[config.mk]
export PLATFORM = sky130hd
export DESIGN_NAME = asr_top
export DESIGN_NICKNAME = d
export VERILOG_FILES = /design/src/design/asr_pkg.sv /design/src/design/asr_avg.sv /design/src/design/asr_deb.sv /design/src/design/asr_top.sv
export VERILOG_INCLUDE_DIRS = /design/src /design/src/design
export SDC_FILE = /design/constraint.sdc
export NUM_CORES = 1
export LEC_CHECK = 0
export BUFFER_PORTS_ARGS = -buffer_cell sky130_fd_sc_hd__buf_2
export CAP_MARGIN = 20
export CORE_ASPECT_RATIO = 1.5
export CORE_MARGIN = 3
export CORE_UTILIZATION = 60
export DETAILED_ROUTE_END_ITERATION = 7
export PLACE_DENSITY = 0.81
export SETUP_SLACK_MARGIN = 0.3
export SYNTH_ARGS = -nofsm -noshare
export SYNTH_HDL_FRONTEND = slang
export SYNTH_SLANG_ARGS = --single-unit
[constraint.sdc]
create_clock -name clk -period 5.4 [get_ports clk]
set_input_delay 0.27 -clock clk [delete_from_list [all_inputs] [get_ports clk]]
set_output_delay 0.27 -clock clk [all_outputs]
set_load 0.05 [all_outputs]
[src/design/asr_map.svh]
/*
  Register indices, field positions, reset values and timing figures of the
  sample-rate and tilt-debounce block.
  Assumes a 100 MHz clock; included by its bare name by every design file except the type package.
*/
`ifndef ASR_MAP_SVH
`define ASR_MAP_SVH

////////////////////////////////////////////////////////////////////////////
// Clock and sample periods, in ns
`define ASR_CLK_NS 10
`define ASR_T_120_NS 8360000
`define ASR_T_64_NS 15625000
`define ASR_T_32_NS 31250000
`define ASR_T_16_NS 62500000
`define ASR_T_8_NS 125000000
`define ASR_T_4_NS 250000000
`define ASR_T_2_NS 500000000
`define ASR_T_1_NS 1000000000
`define ASR_CNT_W 27

////////////////////////////////////////////////////////////////////////////
// Register word indices; byte address is four times the index
`define ASR_IDX_X 6'h00
`define ASR_IDX_Y 6'h01
`define ASR_IDX_Z 6'h02
`define ASR_IDX_TILT 6'h03
`define ASR_IDX_SR 6'h08
`define ASR_IDX_CTRL 6'h0F

// Rate register fields and reset
`define ASR_SR_ACT 2:0
`define ASR_SR_WAKE 4:3
`define ASR_SR_DEB 7:5
`define ASR_SR_RST 8'h00
// Control register fields
`define ASR_CTL_RUN 0
`define ASR_CTL_WAKE 1
`define ASR_CTL_TAP 2

// Rate codes
`define ASR_AM_120 3'h0
`define ASR_AM_64 3'h1
`define ASR_AM_32 3'h2
`define ASR_AM_16 3'h3
`define ASR_AM_8 3'h4
`define ASR_AM_4 3'h5
`define ASR_AM_2 3'h6
`define ASR_AM_1 3'h7
`define ASR_AW_32 2'h0
`define ASR_AW_16 2'h1
`define ASR_AW_8 2'h2
`define ASR_AW_1 2'h3

// Averaging and orientation codes
`define ASR_AVG_N 32
`define ASR_OR_NONE 2'h0
`define ASR_OR_X 2'h1
`define ASR_OR_Y 2'h2
`define ASR_OR_Z 2'h3

`endif

[src/design/asr_pkg.sv]
/*
  Types shared by the sample-rate block.
  Assumes nothing beyond a SystemVerilog compiler.
*/
package asr_pkg;
  typedef enum logic {
    AVG_IDLE,
    AVG_ACC
  } asr_avg_state_t;
  typedef logic [2:0] asr_orient_t;
endpackage : asr_pkg

[src/design/asr_avg.sv]
/*
  Averager: on start, takes the next N cell readings and outputs the mean.
  Assumes cell readings are signed and marked by cell_valid.
*/
`include "asr_map.svh"
module asr_avg #(
  parameter int N = `ASR_AVG_N,
  parameter int W = 6
) (
  input wire logic clk,
  input wire logic sys_rst,
  input wire logic start,
  input wire logic cell_valid,
  input wire logic signed [W-1:0] cell_x,
  input wire logic signed [W-1:0] cell_y,
  input wire logic signed [W-1:0] cell_z,
  output logic busy,
  output logic done,
  output logic signed [W-1:0] avg_x,
  output logic signed [W-1:0] avg_y,
  output logic signed [W-1:0] avg_z
);
  localparam int SH = $clog2(N);
  localparam int SW = W + SH;
  asr_pkg::asr_avg_state_t state_ff;
  logic [SH-1:0] cnt_ff;
  logic signed [SW-1:0] sx_ff, sy_ff, sz_ff;
  logic last;
  assign last = cell_valid && cnt_ff == SH'(N - 1);
  assign busy = state_ff == asr_pkg::AVG_ACC;

  ////////////////////////////////////////////////////////////////////////
  always_ff @(posedge clk) begin
    if (sys_rst) begin
      state_ff <= asr_pkg::AVG_IDLE;
    end else begin
      unique case (state_ff)
        asr_pkg::AVG_IDLE: if (start) state_ff <= asr_pkg::AVG_ACC;
        asr_pkg::AVG_ACC: if (last) state_ff <= asr_pkg::AVG_IDLE;
      endcase
    end
  end

  // Sum of all N readings, then a shift; N is a power of two
  always_ff @(posedge clk) begin
    if (sys_rst || (start && !busy)) begin
      cnt_ff <= '0;
      sx_ff <= '0;
      sy_ff <= '0;
      sz_ff <= '0;
    end else if (busy && cell_valid) begin
      cnt_ff <= cnt_ff + 1'b1;
      sx_ff <= sx_ff + SW'(cell_x);
      sy_ff <= sy_ff + SW'(cell_y);
      sz_ff <= sz_ff + SW'(cell_z);
    end
  end

  always_ff @(posedge clk) begin
    if (sys_rst) begin
      done <= 1'b0;
      avg_x <= '0;
      avg_y <= '0;
      avg_z <= '0;
    end else begin
      done <= busy && last;
      if (busy && last) begin
        avg_x <= W'((sx_ff + SW'(cell_x)) >>> SH);
        avg_y <= W'((sy_ff + SW'(cell_y)) >>> SH);
        avg_z <= W'((sz_ff + SW'(cell_z)) >>> SH);
      end
    end
  end
endmodule : asr_avg

[src/design/asr_deb.sv]
/*
  Orientation debounce: the result follows the input only after len+1
  consecutive samples agree.
  Assumes smp is a one-cycle pulse per averaged sample.
*/
`include "asr_map.svh"
module asr_deb (
  input wire logic clk,
  input wire logic sys_rst,
  input wire logic smp,
  input wire asr_pkg::asr_orient_t orient_in,
  input wire logic [2:0] len,
  output asr_pkg::asr_orient_t orient_out
);
  asr_pkg::asr_orient_t last_ff;
  logic [3:0] match_ff;
  logic [3:0] nxt_match;
  always_comb begin
    nxt_match = 4'h1;
    if (orient_in == last_ff && match_ff != 4'h8) nxt_match = match_ff + 4'h1;
    else if (orient_in == last_ff) nxt_match = match_ff;
  end

  ////////////////////////////////////////////////////////////////////////
  always_ff @(posedge clk) begin
    if (sys_rst) begin
      last_ff <= '0;
      match_ff <= '0;
      orient_out <= '0;
    end else if (smp) begin
      last_ff <= orient_in;
      match_ff <= nxt_match;
      if (nxt_match >= {1'b0, len} + 4'h1) orient_out <= orient_in;
    end
  end
endmodule : asr_deb

[src/design/asr_top.sv]
/*
  Sample-rate timebase, sample averaging and orientation debounce,
  with an APB register slave.
  Assumes a 100 MHz clock, cell readings synchronous to it, and a zero-wait
  APB master.
*/
// The address map and the APB slave port were left to the implementer.
// Summary of operation
// - Active code 011 gives one averaged sample every 62.5 ms.
// - Active code 100 gives one averaged sample every 125 ms.
// - Active code 101 gives one averaged sample every 250 ms.
// - Active code 110 gives one averaged sample every 500 ms.
// - Active code 111 gives one averaged sample every 1000 ms.
// - Each sample averages 32 readings and refreshes X, Y and Z outputs.
// - Wake code 00 gives one sample every 31.25 ms in auto-wake.
// - Wake code 01 gives one sample every 62.5 ms in auto-wake.
// - Wake code 10 gives one sample every 125 ms in auto-wake.
// - Wake code 11 gives one sample every 1000 ms in auto-wake.
// - Filter code 000: orientation updates on every sample.
// - Filter codes 1..7 need code plus one matching samples to update.
// - The filter counts samples at whichever rate is in force.
// - Active code 000 gives a sample every 8.36 ms with tap mode on.
// - Auto-wake uses the wake rate; leaving it switches to active rate.
`include "asr_map.svh"
module asr_top #(
  parameter int CYC_120 = `ASR_T_120_NS / `ASR_CLK_NS,
  parameter int CYC_64 = `ASR_T_64_NS / `ASR_CLK_NS,
  parameter int CYC_32 = `ASR_T_32_NS / `ASR_CLK_NS,
  parameter int CYC_16 = `ASR_T_16_NS / `ASR_CLK_NS,
  parameter int CYC_8 = `ASR_T_8_NS / `ASR_CLK_NS,
  parameter int CYC_4 = `ASR_T_4_NS / `ASR_CLK_NS,
  parameter int CYC_2 = `ASR_T_2_NS / `ASR_CLK_NS,
  parameter int CYC_1 = `ASR_T_1_NS / `ASR_CLK_NS,
  parameter int AVG_N = `ASR_AVG_N,
  parameter int W = 6
) (
  input wire logic clk,
  input wire logic sys_rst,
  input wire logic psel,
  input wire logic penable,
  input wire logic pwrite,
  input wire logic [7:0] paddr,
  input wire logic [31:0] pwdata,
  output logic [31:0] prdata,
  output logic pready,
  output logic pslverr,
  input wire logic cell_valid,
  input wire logic signed [W-1:0] cell_x,
  input wire logic signed [W-1:0] cell_y,
  input wire logic signed [W-1:0] cell_z,
  input wire logic wake_exit,
  output logic cell_req,
  output logic sample_done,
  output logic tap_mode
);
  ////////////////////////////////////////////////////////////////////////
  // Helpers
  function automatic logic mapped(input logic [5:0] idx);
    mapped = idx == `ASR_IDX_X || idx == `ASR_IDX_Y || idx == `ASR_IDX_Z
      || idx == `ASR_IDX_TILT || idx == `ASR_IDX_SR
      || idx == `ASR_IDX_CTRL;
  endfunction : mapped

  // Cycles per sample for the rate in force
  function automatic logic [`ASR_CNT_W-1:0] rate_cycles(
      input logic wake, input logic [7:0] sr);
    int c;
    c = CYC_1;
    if (wake) begin
      unique case (sr[`ASR_SR_WAKE])
        `ASR_AW_32: c = CYC_32;
        `ASR_AW_16: c = CYC_16;
        `ASR_AW_8: c = CYC_8;
        `ASR_AW_1: c = CYC_1;
      endcase
    end else begin
      unique case (sr[`ASR_SR_ACT])
        `ASR_AM_120: c = CYC_120;
        `ASR_AM_64: c = CYC_64;
        `ASR_AM_32: c = CYC_32;
        `ASR_AM_16: c = CYC_16;
        `ASR_AM_8: c = CYC_8;
        `ASR_AM_4: c = CYC_4;
        `ASR_AM_2: c = CYC_2;
        `ASR_AM_1: c = CYC_1;
      endcase
    end
    rate_cycles = `ASR_CNT_W'(c);
  endfunction : rate_cycles

  function automatic logic [W-1:0] mag(input logic signed [W-1:0] v);
    mag = v[W-1] ? W'(-v) : v;
  endfunction : mag

  // Dominant axis and its sign
  function automatic asr_pkg::asr_orient_t orient(
      input logic signed [W-1:0] x, input logic signed [W-1:0] y,
      input logic signed [W-1:0] z);
    orient = {`ASR_OR_NONE, 1'b0};
    if (mag(x) >= mag(y) && mag(x) >= mag(z) && x != '0)
      orient = {`ASR_OR_X, x[W-1]};
    else if (mag(y) >= mag(z) && y != '0) orient = {`ASR_OR_Y, y[W-1]};
    else if (z != '0) orient = {`ASR_OR_Z, z[W-1]};
  endfunction : orient

  ////////////////////////////////////////////////////////////////////////
  // APB slave, zero wait states
  logic [7:0] sr_ff;
  logic run_ff;
  logic wake_ff;
  logic signed [W-1:0] x_ff, y_ff, z_ff;
  asr_pkg::asr_orient_t tilt;
  logic [5:0] idx;
  logic acc;
  logic wr;
  assign idx = paddr[7:2];
  assign pready = 1'b1;
  assign acc = psel && penable;
  assign wr = acc && pwrite && mapped(idx);
  assign pslverr = acc && !mapped(idx);

  // Read data latched in the setup cycle so it leaves a flip-flop
  always_ff @(posedge clk) begin
    if (sys_rst) begin
      prdata <= 32'h0000_0000;
    end else if (psel && !penable) begin
      prdata <= 32'h0000_0000;
      if (idx == `ASR_IDX_X) prdata <= 32'(unsigned'(x_ff));
      if (idx == `ASR_IDX_Y) prdata <= 32'(unsigned'(y_ff));
      if (idx == `ASR_IDX_Z) prdata <= 32'(unsigned'(z_ff));
      if (idx == `ASR_IDX_TILT) prdata <= 32'(tilt);
      if (idx == `ASR_IDX_SR) prdata <= 32'(sr_ff);
      if (idx == `ASR_IDX_CTRL) prdata <= 32'({tap_mode, wake_ff, run_ff});
    end
  end

  always_ff @(posedge clk) begin
    if (sys_rst) begin
      sr_ff <= `ASR_SR_RST;
    end else if (wr && idx == `ASR_IDX_SR) begin
      sr_ff <= pwdata[7:0];
    end
  end

  // The exit event beats a same-cycle write so a wake-up is never lost
  always_ff @(posedge clk) begin
    if (sys_rst) begin
      run_ff <= 1'b0;
      wake_ff <= 1'b0;
    end else begin
      if (wr && idx == `ASR_IDX_CTRL) begin
        run_ff <= pwdata[`ASR_CTL_RUN];
        wake_ff <= pwdata[`ASR_CTL_WAKE];
      end
      if (wake_exit) wake_ff <= 1'b0;
    end
  end

  ////////////////////////////////////////////////////////////////////////
  // Timebase
  logic [`ASR_CNT_W-1:0] cnt_ff;
  logic [`ASR_CNT_W-1:0] period;
  logic [3:0] key, key_ff;
  logic restart;
  logic tick;
  assign period = rate_cycles(wake_ff, sr_ff);
  assign key = wake_ff ? {2'b10, sr_ff[`ASR_SR_WAKE]}
    : {1'b0, sr_ff[`ASR_SR_ACT]};
  assign restart = key != key_ff || !run_ff;
  assign tick = !restart && cnt_ff == period - 1'b1;
  assign tap_mode = run_ff && !wake_ff
    && sr_ff[`ASR_SR_ACT] == `ASR_AM_120;

  always_ff @(posedge clk) begin
    if (sys_rst) begin
      key_ff <= '0;
      cnt_ff <= '0;
    end else begin
      key_ff <= key;
      if (restart || tick) cnt_ff <= '0;
      else cnt_ff <= cnt_ff + 1'b1;
    end
  end

  ////////////////////////////////////////////////////////////////////////
  // Averaging and output registers
  logic avg_done;
  logic signed [W-1:0] ax, ay, az;
  asr_avg #(
    .N(AVG_N),
    .W(W)
  ) u_avg (
    .clk(clk),
    .sys_rst(sys_rst),
    .start(tick),
    .cell_valid(cell_valid),
    .cell_x(cell_x),
    .cell_y(cell_y),
    .cell_z(cell_z),
    .busy(cell_req),
    .done(avg_done),
    .avg_x(ax),
    .avg_y(ay),
    .avg_z(az)
  );

  // A very slow cell source may miss a tick; that sample is skipped
  always_ff @(posedge clk) begin
    if (sys_rst) begin
      x_ff <= '0;
      y_ff <= '0;
      z_ff <= '0;
      sample_done <= 1'b0;
    end else begin
      sample_done <= avg_done;
      if (avg_done) begin
        x_ff <= ax;
        y_ff <= ay;
        z_ff <= az;
      end
    end
  end

  ////////////////////////////////////////////////////////////////////////
  // Orientation debounce on samples at the rate in force
  asr_deb u_deb (
    .clk(clk),
    .sys_rst(sys_rst),
    .smp(sample_done),
    .orient_in(orient(x_ff, y_ff, z_ff)),
    .len(sr_ff[`ASR_SR_DEB]),
    .orient_out(tilt)
  );

  // Readings taken per sample, counted apart from the averager
  localparam int GW = $clog2(AVG_N) + 1;
  logic [GW-1:0] got_ff;
  always_ff @(posedge clk) begin
    if (sys_rst || !cell_req) begin
      got_ff <= '0;
    end else if (cell_valid) begin
      got_ff <= got_ff + 1'b1;
    end
  end
endmodule : asr_top

==> summary.md <==
| Metric | Value |
|---|---|
| Critical path launch point type | `flip-flop` |
| Vias post-DR | `7,779` |
| Root buffer cell | `clkbuf_16` |
| Iteration-0 DRC Markers | `385` |
| Synth Instances | `1,102` |
| Dpl cell area | `10,200 µm²` |
| GRT Overall Usage | `0.230` |
| Crit share post-route | `0.863` |
| Register area share after synthesis | `0.322` |
| Core Area | `16,200 µm²` |
| Top FF cell, synth | `dfxtp_1` |
| Worst VDD drop | `0.168 mV` |
| Port Buffers | `50` |
| RSZ-0062 raised after global routing | `no` |
| I/O pins | `102` |
| Site row count | `57` |
| Initial Util | `0.614` |
| Clock buffer depth | `2` |
| Die Y | `164 µm` |
| Hold Worst Slack | `0.0128 ns` |
| Cell variety after synth | `71` |
| GRT overflow | `0` |
| Total CTS buffers | `17` |
| Seq cells post-synth | `160` |
| Worst path required time | `5.69 ns` |
| Setup Buffers After CTS | `0` |
| Post-synthesis async set-or-reset flop share | `0` |
| Final WS setup | `0.738 ns` |
| Worst slew margin | `0.327` |
| Fin. Hold Viols | `0` |
| Final setup TNS | `0 ns` |
| Antenna violations before repair | `0` |
| Final count of pins violating max slew | `0` |
| DP Worst Slack | `0.737 ns` |
| Power per Cell Area | `240 nW/µm²` |
| Die ar. | `18,200 µm²` |
| CTS tree | `yes` |
| Worst skew pair latency | `0.43 ns` |
| DRC Markers | `0` |
| Layout Nets | `1,259` |
| Sink Count | `160` |
| Static Leak | `4.27 nW` |
| Status | `finished, final reports clean` |
| Tot Pwr | `2.58 mW` |
| Via-to-Cell Ratio | `5.79` |
| Worst slew pin tran | `1.01 ns` |
| Hold-fix buffer count after cts | `0` |
| Critical path endpoint category | `flip-flop` |
| Resized Gates After CTS | `0` |
| Clock slew at reported path FFs | `0.07 ns` |
| HP Class | `in -> reg` |
| Largest net degree at the start of global routing | `61` |
| First-pass GRT wire length | `35,000 µm` |
| Yosys warns | `0` |
| Post-route ant nets | `0` |
| Crit path time final | `4.66 ns` |
| EDFF count, synth | `0` |
| Final Setup Violations | `0` |
| Setup Skew | `0.00948 ns` |
| First drt pass iteration count | `5` |
| H-Tree Depth | `4` |
| Crit path kind | `reg -> reg` |
| Most common cell after layout, fill and taps aside | `dfxtp_1` |
| Share of post-route cells with drive strength above 1 | `0.145` |
| Max Freq | `0.215 GHz` |
| Die width | `111 µm` |
| Crit path max fanout | `6` |
| RD Place Congestion | `0.890` |
| Final instance area | `10,800 µm²` |
| Synth Area per Inst | `9.01 µm²` |
| Routed wire length | `20,600 µm` |
| DR WL/cell | `15.3 µm` |
| Post-DP HPWL | `15,000 µm` |
| Commonest cells after routing, fill and taps aside | `dfxtp_1, nor2_1, mux2i_1, ha_1, xnor2_1` |
| Antenna Cells | `0` |
| Fill count | `1,261` |
| Vias in the first global route | `7,598` |
| # Max-Cap Violations | `0` |
| Synth Cell Area | `9930 µm²` |
| Arr. time, crit path | `4.95 ns` |
| Layout Area Growth over Synthesis | `8.40%` |
-- power breakdown --
group / switching [mW] / internal, mW
logic: 0.102 / 0.0376
registers: 0.00373 / 1.18
clock network: 0.506 / 0.748
total: 0.612 / 1.97
-- path summary, 6_finish.rpt --
check | cells after the start | slack (ns) | from | to
worst max register to register | 23 | 0.74 | y_ff[0] | u_deb.orient_out[2]
worst max-delay path | 23 | 0.74 | y_ff[0] | u_deb.orient_out[2]
worst min register to register | 2 | 0.45 | prdata[6] | prdata[6]
worst min-delay path | 2 | 0.01 | wake_exit | wake_ff
-- cell type report --
type	instances	area, µm²	share of cell area
clock buffer	18	439	0.0408
clock inverter	14	179	0.0166
inverter	43	161	0.0150
multi-input combinational	843	6210	0.577
sequential	160	3200	0.297
tap	206	258	0.0239
timing repair buffer	59	320	0.0297
-- per-layer routing --
layer / track usage / wire length, µm / up-vias
met5: 0 / 0 / -
met4: 0.0930 / 559 / 0
met3: 0.0389 / 676 / 48
met2: 0.431 / 10900 / 167
met1: 0.256 / 8390 / 3673
li1: - / - / 3891
-- synthesized netlist by cell type, types with 4 or more instances --
| library cell | n | area (µm²) |
|---|---|---|
| buf_6 | 7 | 78.8 |
| buf_1 | 5 | 18.8 |
| a211oi_1 | 6 | 45.0 |
| o21ai_0 | 26 | 130 |
| a2111oi_2 | 4 | 60.1 |
| a21oi_1 | 44 | 220 |
| or2_2 | 11 | 68.8 |
| nor3b_1 | 8 | 60.1 |
| nand3_1 | 30 | 150 |
| inv_1 | 43 | 161 |
| buf_2 | 5 | 25.0 |
| a21o_1 | 22 | 165 |
| a221oi_1 | 5 | 43.8 |
| ha_1 | 67 | 838 |
| xnor2_1 | 65 | 569 |
| a211o_1 | 4 | 35.0 |
| nand2b_1 | 25 | 156 |
| nand4_1 | 11 | 68.8 |
| buf_4 | 25 | 188 |
| nand2_1 | 60 | 225 |
| mux2i_1 | 67 | 671 |
| nor3_2 | 40 | 400 |
| and2_1 | 5 | 31.3 |
| xor2_1 | 42 | 368 |
| clkbuf_1 | 37 | 139 |
| o31ai_1 | 8 | 60.1 |
| o211ai_1 | 5 | 37.5 |
| o21a_1 | 8 | 60.1 |
| or3_1 | 4 | 25.0 |
| and3_1 | 9 | 56.3 |
| dfxtp_1 | 160 | 3200 |
| nor2b_1 | 22 | 138 |
| nor4_1 | 11 | 68.8 |
| a22o_1 | 16 | 140 |
| a31oi_1 | 11 | 68.8 |
| nor2_1 | 89 | 334 |
| nor3_1 | 38 | 190 |
-- through the flow --
step                       util  instances
after floorplan               -       1125
after detailed placement  0.627       1311
final                     0.665       1343
after CTS                 0.665       1343
after global routing      0.665       1343
after global placement    0.627       1311
-- kinds of logic after synthesis --
logic type | share of synthesized area
DFF | 0.322
AOI/OAI and AO/OA | 0.131
xor gates and xnor gates | 0.0943
other | 0.000756
and+or+nand+nor | 0.224
adders and majority gates | 0.0904
buffers and inverters | 0.0615
muxes | 0.0754
-- critical path, cell delays in order (launching register included) --
cell	delay [ns]
dfxtp_1	0.44
inv_1	0.10
ha_1	0.27
nand2b_1	0.17
xor2_1	0.22
inv_1	0.07
ha_1	0.29
o21a_1	0.18
a221o_1	0.35
a31oi_1	0.30
nor2_1	0.07
o31a_1	0.29
xnor2_1	0.14
buf_4	0.16
nand2_1	0.11
nor2_1	0.13
ha_1	0.23
nand2b_1	0.13
a21o_1	0.17
a21o_1	0.18
a21oi_1	0.17
nor2b_1	0.12
mux2i_1	0.17
nor2_1	0.06
No activity file was read; power rests on OpenSTA's default activity.
